==> config.mk <==
export PLATFORM = sky130hd
export DESIGN_NAME = sfsr_regs
export DESIGN_NICKNAME = d
export VERILOG_FILES = /design/src/sfsr_pkg.sv /design/src/sfsr_addr_decode.sv /design/src/sfsr_regs.sv
export SDC_FILE = /design/constraint.sdc
export NUM_CORES = 1
export LEC_CHECK = 0
export ABC_AREA = 1
export BUFFER_PORTS_ARGS = -buffer_cell sky130_fd_sc_hd__buf_2
export CAP_MARGIN = 20
export CORE_UTILIZATION = 35
export CTS_CLUSTER_SIZE = 30
export DETAILED_ROUTE_END_ITERATION = 6
export GPL_TIMING_DRIVEN = 0
export PLACE_DENSITY = 0.59
export RECOVER_POWER = 100
export SYNTH_ARGS = -nofsm -noshare
export SYNTH_HDL_FRONTEND = slang
export SYNTH_SLANG_ARGS = --single-unit
==> constraint.sdc <==
create_clock -name clk_sys -period 1.78 [get_ports clk_sys]
set_clock_uncertainty 0.1 [all_clocks]
set_input_delay 0.089 -clock clk_sys [delete_from_list [all_inputs] [get_ports clk_sys]]
set_output_delay 0.089 -clock clk_sys [all_outputs]
set_load 0.02 [all_outputs]
==> src/sfsr_pkg.sv <==
package sfsr_pkg;
  localparam int ADDR_W = 20;
  localparam int SECTOR_LSB = 12;
  localparam int BLK32_LSB = 15;
  localparam int BLK64_LSB = 16;
  localparam logic [7:0] STATUS_RESET = 8'h00;
  localparam logic [7:0] FUNC_RESET = 8'h00;
  localparam int ST_BUSY = 0;
  localparam int ST_WEL = 1;
  localparam int ST_BP_LO = 2;
  localparam int ST_BP_HI = 5;
  localparam int ST_QE = 6;
  localparam int ST_LOCK = 7;
  localparam int FN_ERASE_SUSPENDED_FLAG = 1;
  localparam int FN_PROGRAM_SUSPENDED_FLAG = 2;
  localparam logic [7:0] STATUS_WR_MASK = 8'hFC;
  typedef enum logic [2:0] {
    SFSR_OP_NONE, SFSR_OP_WRITE_ENABLE_INSTRUCTION, SFSR_OP_WRITE_DISABLE_INSTRUCTION, SFSR_OP_STATUS_WRITE_INSTRUCTION,
    SFSR_OP_PROG, SFSR_OP_ERASE, SFSR_OP_CHIP
  } sfsr_op_t;
endpackage : sfsr_pkg

==> src/sfsr_addr_decode.sv <==
`timescale 1ns/1ns
module sfsr_addr_decode
  import sfsr_pkg::*;
(
  input wire logic [ADDR_W-1:0] byteAddr,
  input wire logic [3:0] protectBits,
  output logic [7:0] sectorIdx,
  output logic [4:0] block32Idx,
  output logic [3:0] block64Idx,
  output logic inProtected
);
  // Sixteen 4 KB sectors per 64 KB block, two 32 KB halves per block.
  assign sectorIdx = byteAddr[ADDR_W-1:SECTOR_LSB];
  assign block32Idx = byteAddr[ADDR_W-1:BLK32_LSB];
  assign block64Idx = byteAddr[ADDR_W-1:BLK64_LSB];

  // Protected region table: upper portions for codes 1..4, all for 5..10, lower for 11..14.
  always_comb begin
    case (protectBits)
      4'h0, 4'hF: inProtected = 1'b0;
      4'h1: inProtected = (block64Idx == 4'hF);
      4'h2: inProtected = (block64Idx >= 4'hE);
      4'h3: inProtected = (block64Idx >= 4'hC);
      4'h4: inProtected = (block64Idx >= 4'h8);
      4'hB: inProtected = (block64Idx <= 4'h7);
      4'hC: inProtected = (block64Idx <= 4'h3);
      4'hD: inProtected = (block64Idx <= 4'h1);
      4'hE: inProtected = (block64Idx == 4'h0);
      default: inProtected = 1'b1;
    endcase
  end
endmodule : sfsr_addr_decode

==> src/sfsr_regs.sv <==
`timescale 1ns/1ns
// How it works
// - Byte address splits into 4 KB sectors, 32 KB and 64 KB blocks.
// - Status bit 0 reads busy while program, erase or status write runs.
// - With write-enable latch clear, every write-type instruction is inhibited.
// - Write-enable instruction sets the latch; host must send it first.
// - Latch clears on write-disable and after any write-type operation completes.
// - Protection bits 5..2 block program or erase inside the protected region.
// - Whole-chip erase runs only when all protection bits are zero.
// - Lock bit set with protect pin low and quad-enable bit clear makes status writes ignored.
// - Quad-enable bit turns protect and hold pins into data lines 2 and 3.
// - Protection and lock bits change only by status write; status readable.
// - Status register reads zero as delivered.
// - Function register returned on the function read instruction.
// - Function bit 1 flags a suspended erase until it resumes.
// - Function bit 2 flags a suspended program until it resumes.
module sfsr_regs
  import sfsr_pkg::*;
(
  input wire logic clk_sys,
  input wire logic resetn,
  input wire logic clkEn,
  input wire logic cmdValid,
  input wire logic [2:0] cmdOp,
  input wire logic [ADDR_W-1:0] cmdAddr,
  input wire logic [7:0] cmdData,
  input wire logic opDone,
  input wire logic suspendReq,
  input wire logic resumeReq,
  input wire logic statusReadReq,
  input wire logic functionReadReq,
  input wire logic writeProtectPin_n,
  input wire logic holdPin_n,
  output logic [7:0] readData,
  output logic readValid,
  output logic opStart,
  output logic opIsErase,
  output logic opRejected,
  output logic quadMode,
  output logic holdActive,
  output logic [7:0] flash_status_reg,
  output logic [7:0] suspend_flag_reg
);
  logic wpMeta, wpSync, holdMeta, holdSync;
  logic busy_flag, write_enable_latch, status_lock_bit, quad_enable_bit;
  logic [3:0] blockProtect;
  logic erase_suspended_flag, program_suspended_flag;
  logic opErase, opProgram;
  logic inProtected;
  logic cmdWrite, accept, statusLocked;
  sfsr_op_t op;

  sfsr_addr_decode uDecode (
    .byteAddr(cmdAddr),
    .protectBits(blockProtect),
    .sectorIdx(),
    .block32Idx(),
    .block64Idx(),
    .inProtected(inProtected)
  );

  // Pins come from outside the clock domain; only the second stage is read.
  always_ff @(posedge clk_sys or negedge resetn) begin
    if (!resetn) begin
      wpMeta <= 1'b1;
      wpSync <= 1'b1;
      holdMeta <= 1'b1;
      holdSync <= 1'b1;
    end else if (clkEn) begin
      wpMeta <= writeProtectPin_n;
      wpSync <= wpMeta;
      holdMeta <= holdPin_n;
      holdSync <= holdMeta;
    end
  end

  always_comb begin
    op = sfsr_op_t'(cmdOp);
    statusLocked = status_lock_bit && !wpSync && !quad_enable_bit;
    cmdWrite = (op == SFSR_OP_STATUS_WRITE_INSTRUCTION) || (op == SFSR_OP_PROG) || (op == SFSR_OP_ERASE)
      || (op == SFSR_OP_CHIP);
    accept = 1'b0;
    case (op)
      SFSR_OP_STATUS_WRITE_INSTRUCTION: accept = !statusLocked;
      SFSR_OP_PROG, SFSR_OP_ERASE: accept = !inProtected;
      SFSR_OP_CHIP: accept = (blockProtect == 4'h0);
      default: accept = 1'b0;
    endcase
    // A busy device or a clear latch takes no write-type instruction.
    accept = accept && cmdValid && write_enable_latch && !busy_flag;
  end

  // Busy covers the whole internal cycle.
  always_ff @(posedge clk_sys or negedge resetn) begin
    if (!resetn) begin
      busy_flag <= 1'b0;
      opErase <= 1'b0;
      opProgram <= 1'b0;
    end else if (clkEn) begin
      if (accept) begin
        busy_flag <= 1'b1;
        opErase <= (op == SFSR_OP_ERASE) || (op == SFSR_OP_CHIP);
        opProgram <= (op == SFSR_OP_PROG);
      end else if (opDone && busy_flag) begin
        busy_flag <= 1'b0;
        opErase <= 1'b0;
        opProgram <= 1'b0;
      end
    end
  end

  always_ff @(posedge clk_sys or negedge resetn) begin
    if (!resetn) begin
      write_enable_latch <= 1'b0;
    end else if (clkEn) begin
      if (cmdValid && op == SFSR_OP_WRITE_ENABLE_INSTRUCTION && !busy_flag) begin
        write_enable_latch <= 1'b1;
      end else if (cmdValid && op == SFSR_OP_WRITE_DISABLE_INSTRUCTION && !busy_flag) begin
        write_enable_latch <= 1'b0;
      end else if (opDone && busy_flag) begin
        write_enable_latch <= 1'b0;
      end
    end
  end

  // Stands in for the nonvolatile cells; only an accepted status write changes them.
  always_ff @(posedge clk_sys or negedge resetn) begin
    if (!resetn) begin
      blockProtect <= STATUS_RESET[ST_BP_HI:ST_BP_LO];
      quad_enable_bit <= STATUS_RESET[ST_QE];
      status_lock_bit <= STATUS_RESET[ST_LOCK];
    end else if (clkEn && accept && op == SFSR_OP_STATUS_WRITE_INSTRUCTION) begin
      blockProtect <= cmdData[ST_BP_HI:ST_BP_LO];
      quad_enable_bit <= cmdData[ST_QE];
      status_lock_bit <= cmdData[ST_LOCK];
    end
  end

  // Set wins over clear when suspend and resume coincide.
  always_ff @(posedge clk_sys or negedge resetn) begin
    if (!resetn) begin
      erase_suspended_flag <= 1'b0;
      program_suspended_flag <= 1'b0;
    end else if (clkEn) begin
      if (suspendReq && busy_flag && opErase) begin
        erase_suspended_flag <= 1'b1;
      end else if (resumeReq) begin
        erase_suspended_flag <= 1'b0;
      end
      if (suspendReq && busy_flag && opProgram) begin
        program_suspended_flag <= 1'b1;
      end else if (resumeReq) begin
        program_suspended_flag <= 1'b0;
      end
    end
  end

  always_ff @(posedge clk_sys or negedge resetn) begin
    if (!resetn) begin
      flash_status_reg <= STATUS_RESET;
      suspend_flag_reg <= FUNC_RESET;
      readData <= 8'h00;
      readValid <= 1'b0;
      opStart <= 1'b0;
      opIsErase <= 1'b0;
      opRejected <= 1'b0;
      quadMode <= 1'b0;
      holdActive <= 1'b0;
    end else if (clkEn) begin
      flash_status_reg <= {status_lock_bit, quad_enable_bit, blockProtect,
        write_enable_latch, busy_flag};
      suspend_flag_reg <= {5'h00, program_suspended_flag, erase_suspended_flag, 1'b0};
      readValid <= statusReadReq || functionReadReq;
      if (statusReadReq) begin
        readData <= {status_lock_bit, quad_enable_bit, blockProtect,
          write_enable_latch, busy_flag};
      end else if (functionReadReq) begin
        readData <= {5'h00, program_suspended_flag, erase_suspended_flag, 1'b0};
      end
      opStart <= accept;
      opIsErase <= accept && (op != SFSR_OP_PROG) && (op != SFSR_OP_STATUS_WRITE_INSTRUCTION);
      opRejected <= cmdValid && cmdWrite && !accept;
      quadMode <= quad_enable_bit;
      holdActive <= !quad_enable_bit && !holdSync;
    end
  end

  a_busy_rise: assert property (@(posedge clk_sys) disable iff (!resetn)
    clkEn && accept |=> busy_flag && opStart) else $error("busy not raised");
  a_wel_gate: assert property (@(posedge clk_sys) disable iff (!resetn)
    !write_enable_latch |-> !accept) else $error("write taken without latch");
  a_wel_clear: assert property (@(posedge clk_sys) disable iff (!resetn)
    clkEn && opDone && busy_flag && !accept |=> !write_enable_latch && !busy_flag)
    else $error("latch or busy not cleared");
  a_chip_prot: assert property (@(posedge clk_sys) disable iff (!resetn)
    op == SFSR_OP_CHIP && blockProtect != 4'h0 |-> !accept)
    else $error("chip erase under protection");
  a_region_prot: assert property (@(posedge clk_sys) disable iff (!resetn)
    (op == SFSR_OP_PROG || op == SFSR_OP_ERASE) && inProtected |-> !accept)
    else $error("protected area written");
  a_lock_hold: assert property (@(posedge clk_sys) disable iff (!resetn)
    clkEn && statusLocked |=> $stable(blockProtect) && $stable(status_lock_bit))
    else $error("locked status changed");
  a_func_zero: assert property (@(posedge clk_sys) disable iff (!resetn)
    suspend_flag_reg[7:3] == 5'h00 && !suspend_flag_reg[0])
    else $error("unused function bits set");
  a_erase_suspended_flag_set: assert property (@(posedge clk_sys) disable iff (!resetn)
    clkEn && suspendReq && busy_flag && opErase |=> erase_suspended_flag ##1
    suspend_flag_reg[FN_ERASE_SUSPENDED_FLAG]) else $error("erase suspend not flagged");
  a_read_stat: assert property (@(posedge clk_sys) disable iff (!resetn)
    clkEn && statusReadReq |=> readValid && readData[ST_WEL] == $past(write_enable_latch))
    else $error("status read wrong");
  // Covers mark the main scenarios: status write, erase, both suspends and a refusal.
  c_status_write_instruction: cover property (@(posedge clk_sys) accept && op == SFSR_OP_STATUS_WRITE_INSTRUCTION);
  c_prog_suspend: cover property (@(posedge clk_sys) program_suspended_flag);
  c_erase: cover property (@(posedge clk_sys) accept && op == SFSR_OP_ERASE);
  c_suspend: cover property (@(posedge clk_sys) erase_suspended_flag);
  c_reject: cover property (@(posedge clk_sys) opRejected);
endmodule : sfsr_regs

==> results.md, run 1 <==
- RSZ-0062 raised after global routing: yes
- Status: completed
- Die area: 0.00553 mm²
- Commonest cells after routing, fill and taps aside: nand2_1, buf_2, dfrtp_1, inv_1, o21ai_0
- Largest delay share family, worst path: simple AND/OR/NAND/NOR gates
- Sequential cell area: 983 µm²
- Most common cell after layout, fill and taps aside: nand2_1
- Synth Cell Area: 0.00183 mm²
- Die H: 74.4 µm
- Crit path cell chain: nor2_4, nand2_1, a21oi_2, nand2_1, nand2_1, nand2_1, nand2_2, nand4_2, buf_6, o21bai_1, nand2_1
- CTS tree: built
- R2R Setup Slk: 0.08 ns
- Met2 WL post-DR: 1.55 mm
- Hold Fails Final Rpt: 0
- Core Region: 0.00488 mm²
- Clock transition at path regs: 0.07 ns
- IO Pins: 72
- Final Max Slew Viols: 0
- Synth top area share: 0.477
- Post-route DRC: 0
- Root Buffer: clkbuf_8
- Critical Path Fanout Max: 10
- Post-layout min period: 1.70 ns
- Post-synth EDFFs: 0
- Post-DP HPWL: 2.97 mm
- Synth Warn #: 0
- Predominant post-synthesis flop cell: dfrtp_1
- Cell area power density: 1040 mW/mm²
- Ys async rst share: 1.00
- Detailed Routing Iterations Pass 1: 4
- Peak VDD IR: 0.339 mV
- R2R depth: 11
- Worst-Margin Slew: 0.850 ns
- Syn avg cell area: 8.30 µm²
- RR Endpoint: blockProtect[3]
- Fmax: 590 MHz
- Area growth from synthesis to layout: 31.2%
- Final WL: 3.96 mm
- Layout fillers: 511
- RePlAce Congestion: 0.836
- Critical path arrival: 1.77 ns
- CTS buffer count: 5
- Final worst slack: 0.0844 ns
- Final setup violation count: 0
- WL per Instance: 10.9 µm
- PortBufs: 47
- Area leader, netlist: dfrtp_1
- Worst hold path class: primary input to flop
- Relative slew slack: 0.433
- Worst-Skew Late Latency: 0.28 ns
- Area of the multi-input gates: 712 µm²
- Initial antenna violation count: 0
- Aggregate global routing overflow: 0
- Leakage: 0.00128 µW
- Met1 wire length: 2.14 mm
- Register area share after synthesis: 0.535
- CP most frequent cell: nand2_1
- Die Span X: 74.4 µm
- Crit path depth: 11
- Via count: 1,629
- Tot GR Track Use: 0.159
- Yosys cell types: 26
- First-pass GRT wire length: 6.60 mm
- Highest Signal Layer: met4
- Synth Instances: 221
- Setup Slack @ Placement: 0.0322 ns
- Largest net degree at the start of global routing: 40
- Post-synthesis register bit count: 39
- CP Data Required Time: 1.85 ns
- Net count, final: 337
- Clock Tree Buf Depth: 2
- Period utilization: 0.953
- Site Rows: 25
- Crit. Startpoint: blockProtect[1]
- H-Tree Depth: 2
- Met3 wire length: 234 µm
- Routed Antenna Nets: 0
- Bufs and invs on worst path: 1
- Max-cap violations: 0
- Critical path startpoint category: flop
- # diodes: 0
- Iter 0 DRT Violations: 117
- Critical path type: flop to flop
- Initial Util: 0.376
- Vias in the first global route: 1,404
- Worst r2r src: blockProtect[1]
- Share of layout cells above drive strength 1: 0.280
- CP peak stage delay: 0.47 ns
- TritonCTS Sinks: 39
- Crit. End Element: flop
- Total power: 2490 µW
- Top post-synthesis cells by area: dfrtp_1, nand2_1, dfstp_2
- Vias/cell: 4.49
- Slowest CP cell: dfrtp_2
- CP endpoint: blockProtect[3]
[logic make-up (layout without fill, tap and decap cells)]
group / count (synthesis) / in the layout / share of synthesized area
AOI/OAI and AO/OA: 34 / 34 / 0.112
buffers and inverters: 36 / 106 / 0.0921
DFF: 39 / 39 / 0.535
other: 1 / 6 / 0.00204
and+or+nand+nor: 111 / 111 / 0.259
[how the worst min path moves through the flow]
stage / slack, ns / depth (start not counted) / start / to
floorplan: -0.31 / 0 / resetn / blockProtect[0]
global route: 0.03 / 3 / resumeReq / program_suspended_flag
finish: 0.03 / 3 / resumeReq / program_suspended_flag
global placement: 0.15 / 1 / resetn / readValid
detailed placement: 0.14 / 1 / resetn / readValid
CTS: 0.03 / 3 / resumeReq / program_suspended_flag
[area by class of cell]
cell class / count / area share
Clock inverter: 1 / 0.00208
Buffer: 11 / 0.0312
Tap cell: 67 / 0.0348
Sequential cell: 39 / 0.409
Inverter: 25 / 0.0390
Clock buffer: 7 / 0.0317
Timing Repair Buffer: 62 / 0.157
Multi-Input combinational cell: 151 / 0.296
[metal layers]
layer  global-route usage  vias up
met2                0.228       51
li1                     -      837
met1                0.232      737
met5                    0        -
met3               0.0488        4
met4               0.0440        0
[worst reg2reg max path, cell delays in order, from the launching register on]
cell	delay, ns
dfrtp_2	0.47
nor2_4	0.11
nand2_1	0.07
a21oi_2	0.12
nand2_1	0.06
nand2_1	0.07
nand2_1	0.06
nand2_2	0.10
nand4_2	0.10
buf_6	0.16
o21bai_1	0.11
nand2_1	0.07
[synth_stat cells, types with 2 or more instances]
master / count
nand2_1: 82
dfrtp_1: 35
inv_1: 20
o21ai_0: 14
nand3_1: 11
nor2_1: 9
buf_4: 7
o21bai_1: 6
inv_2: 5
dfstp_2: 4
o21ai_1: 4
a21oi_1: 3
a31oi_1: 3
clkbuf_1: 3
a32o_1: 2
nor2_2: 2
nor3_1: 2
[power by group]
| part | total (µW) | internal, µW | leakage, µW | switching (µW) |
|---|---|---|---|---|
| sequential | 1210 | 1070 | 0.000464 | 142 |
| clock | 563 | 275 | 0.0000422 | 288 |
| combinational | 717 | 282 | 0.000770 | 435 |
| total | 2490 | 1630 | 0.00128 | 865 |
[stage by stage]
step           setup TNS [ns]   util  instances  hold WS, ns  instance area (µm²)
2_1_floorplan               0      -        226       -0.307                 1850
3_3_place_gp                0  0.445        340        0.147                 2170
3_5_place_dp                0  0.445        340        0.144                 2170
4_1_cts                     0  0.486        360       0.0299                 2370
5_1_grt                -0.394  0.493        363       0.0333                 2410
6_report                    0  0.493        363       0.0349                 2410
[what timing repair did]
item,CTS,global route
hold buffers,12,0
setup endpoints to repair,0,9
endpoints found under the hold margin,48,0
resized for setup,0,4
setup buffers,0,3
No activity file was read; power rests on OpenSTA's default activity.
==> run 2: changes to the inputs <==
--- a/config.mk
+++ b/config.mk
@@ -5,7 +5,6 @@
 export SDC_FILE = /design/constraint.sdc
 export NUM_CORES = 1
 export LEC_CHECK = 0
-export ABC_AREA = 1
 export BUFFER_PORTS_ARGS = -buffer_cell sky130_fd_sc_hd__buf_2
 export CAP_MARGIN = 20
 export CORE_UTILIZATION = 35
==> results.md, run 2 <==
- Initial Util: 0.370
- Placed Cells: 267
- Psw: 814 µW
- Largest net degree at the start of global routing: 40
- Seq pwr share: 0.490
- Tot GR Track Use: 0.165
- Non-filler cells, final: 289
- Final Max Slew Viols: 0
- Aggregate global routing overflow: 0
- Site Rows: 25
- Net count, final: 263
- Crit path cell chain: o31ai_4, nand3b_1, o211ai_4, nand2_4, mux2_4
- Root Buffer: clkbuf_8
- CP Data Required Time: 1.86 ns
- Yosys cell types: 38
- Area leader, netlist: dfrtp_1
- Slowest CP cell: dfrtp_2
- Synth Cell Area: 0.00177 mm²
- Hold Fails Final Rpt: 0
- First-pass GRT wire length: 6.32 mm
- Total power: 2440 µW
- Final WL: 3.94 mm
- Period utilization: 0.983
- Critical path arrival: 1.83 ns
- Clock transition at path regs: 0.08 ns
- Die area: 0.00535 mm²
- CTS tree: built
- # diodes: 0
- Register area share after synthesis: 0.553
- Leakage: 0.00110 µW
- Predominant post-synthesis flop cell: dfrtp_1
- Gate power share: 0.274
- Commonest cells post-synth: dfrtp_1, nand2_1, mux2_2
- Cell area power density: 1050 mW/mm²
- Post-synth EDFFs: 0
- Hold Slack: 0.0160 ns
- RSZ-0062 raised after global routing: yes
- Peak VDD IR: 0.555 mV
- PortBufs: 46
- Critical Path Fanout Max: 8
- Clock power frac: 0.236
- Area growth from synthesis to layout: 31.4%
- Die Span X: 73.2 µm
- IO Pins: 72
- Synth top area share: 0.494
- Post-route DRC: 0
- CP peak stage delay: 0.47 ns
- Worst-Skew Late Latency: 0.30 ns
- Critical path type: flop to flop
- Initial antenna violation count: 0
- Crit. End Element: flop
- Relative slew slack: 0.356
- Post-layout min period: 1.75 ns
- Routed Antenna Nets: 0
- Worst hold path class: primary input to flop
- Vias/cell: 4.67
- R2R Setup Slk: 0.03 ns
- Via count: 1,350
- Max-cap violations: 0
- Syn avg cell area: 11.9 µm²
- Share of layout cells above drive strength 1: 0.311
- Clock Tree Buf Depth: 2
- Switching share of power: 0.334
- Fmax: 571 MHz
- Most common cell after layout, fill and taps aside: dfrtp_1
- Synth Instances: 149
- Vias in the first global route: 1,367
- H-Tree Depth: 2
- Critical path startpoint category: flop
- CTS buffer count: 5
- RePlAce Congestion: 0.770
- Pint: 1630 µW
- Top post-synthesis cells by area: dfrtp_1, mux2_2, dfstp_2
- TritonCTS Sinks: 39
- Most frequent cell after synthesis: dfrtp_1
- Worst-Margin Slew: 0.966 ns
- Detailed Routing Iterations Pass 1: 4
- Status: completed
- Core Region: 0.00479 mm²
- Ys async rst share: 1.00
- Synth Warn #: 0
- Iter 0 DRT Violations: 59
- Die H: 73.2 µm
- Commonest cells after routing, fill and taps aside: dfrtp_1, clkbuf_1, buf_2, nand2_1, mux2_2
- Final setup violation count: 0
- Post-synthesis register bit count: 39
- WL per Instance: 13.6 µm
- Post-DP HPWL: 2.67 mm
-- run 2: cell types whose count changed after synthesis, moves of 8 or more --
cell / delta
o21ai_0: -8
mux2_2: +14
nand2_1: -67
inv_1: -14
nand3_1: -9
-- run 2: what timing repair did --
| action | in CTS | in global routing |
|---|---|---|
| hold buffers | 13 | 0 |
| hold endpoints to repair | 48 | 0 |
| setup endpoints to repair | 5 | 9 |
| pin swaps | 4 | 3 |
| resized for setup | 3 | 5 |
| setup buffers | 0 | 1 |
-- run 2: area by class of cell --
| class | instances | area [µm²] |
|---|---|---|
| repair buffers | 60 | 337 |
| clock buffers | 7 | 76.3 |
| well taps | 67 | 83.8 |
| fillers | 461 | 2460 |
| inverters | 6 | 22.5 |
| plain buffers | 11 | 75.1 |
| flip-flops and latches | 39 | 982 |
| clock inverters | 1 | 5.00 |
| multi-input cells | 98 | 748 |
-- run 2: worst max-delay path: cells and delay by family (launching register included) --
family / cells / cell delay, ns
multiplexers: 1 / 0.31
AND/OR/NAND/NOR: 2 / 0.27
AO/OA/AOI/OAI: 2 / 0.49
flip-flops: 1 / 0.47
-- run 2: per-stage QoR --
| step | utilization | worst slack, ns | setup TNS (ns) | cell area, µm² |
|---|---|---|---|---|
| global route | 0.487 | -0.0317 | -0.133 | 2330 |
| floorplan | - | 0.0734 | 0 | 1790 |
| CTS | 0.487 | 0.00218 | 0 | 2330 |
| finish | 0.487 | 0.0295 | 0 | 2330 |
| global placement | 0.440 | -0.0294 | -0.140 | 2110 |
| detailed placement | 0.440 | -0.0431 | -0.213 | 2110 |
-- run 2: final timing paths --
kind / from / to / cells after the start
max in group asynchronous: resetn / blockProtect[1] / 2
min in group asynchronous: resetn / opIsErase / 2
worst min-delay path: resumeReq / erase_suspended_flag / 3
worst max register to register: blockProtect[1] / blockProtect[1] / 5
worst min register to register: flash_status_reg[0] / flash_status_reg[0] / 1
worst max-delay path: blockProtect[1] / blockProtect[1] / 5
-- run 2: power groups by stage --
stage	Clock, µW	Sequential (µW)	Combinational [µW]
floorplan	0	1290	324
global placement	0	1200	645
detailed placement	0	1200	651
CTS	593	1190	685
global route	633	1220	732
finish	576	1200	669
-- run 2: layer usage --
metal  wire length (µm)  vias up  part of all wire  GRT usage
met1               1800      643              0.46      0.204
li1                   -      665                 -          -
met2               1900       35              0.48      0.264
met4                 88        0             0.022     0.0959
met5                  0        -                 0          0
met3                160        7             0.041     0.0359
-- run 2: cells by family after synthesis --
group / share of synthesized area
multiplexers: 0.143
AO/OA/AOI/OAI: 0.131
buffers and inverters: 0.0572
flip-flops: 0.553
AND/OR/NAND/NOR: 0.104
XOR/XNOR: 0.00988
other: 0.00212
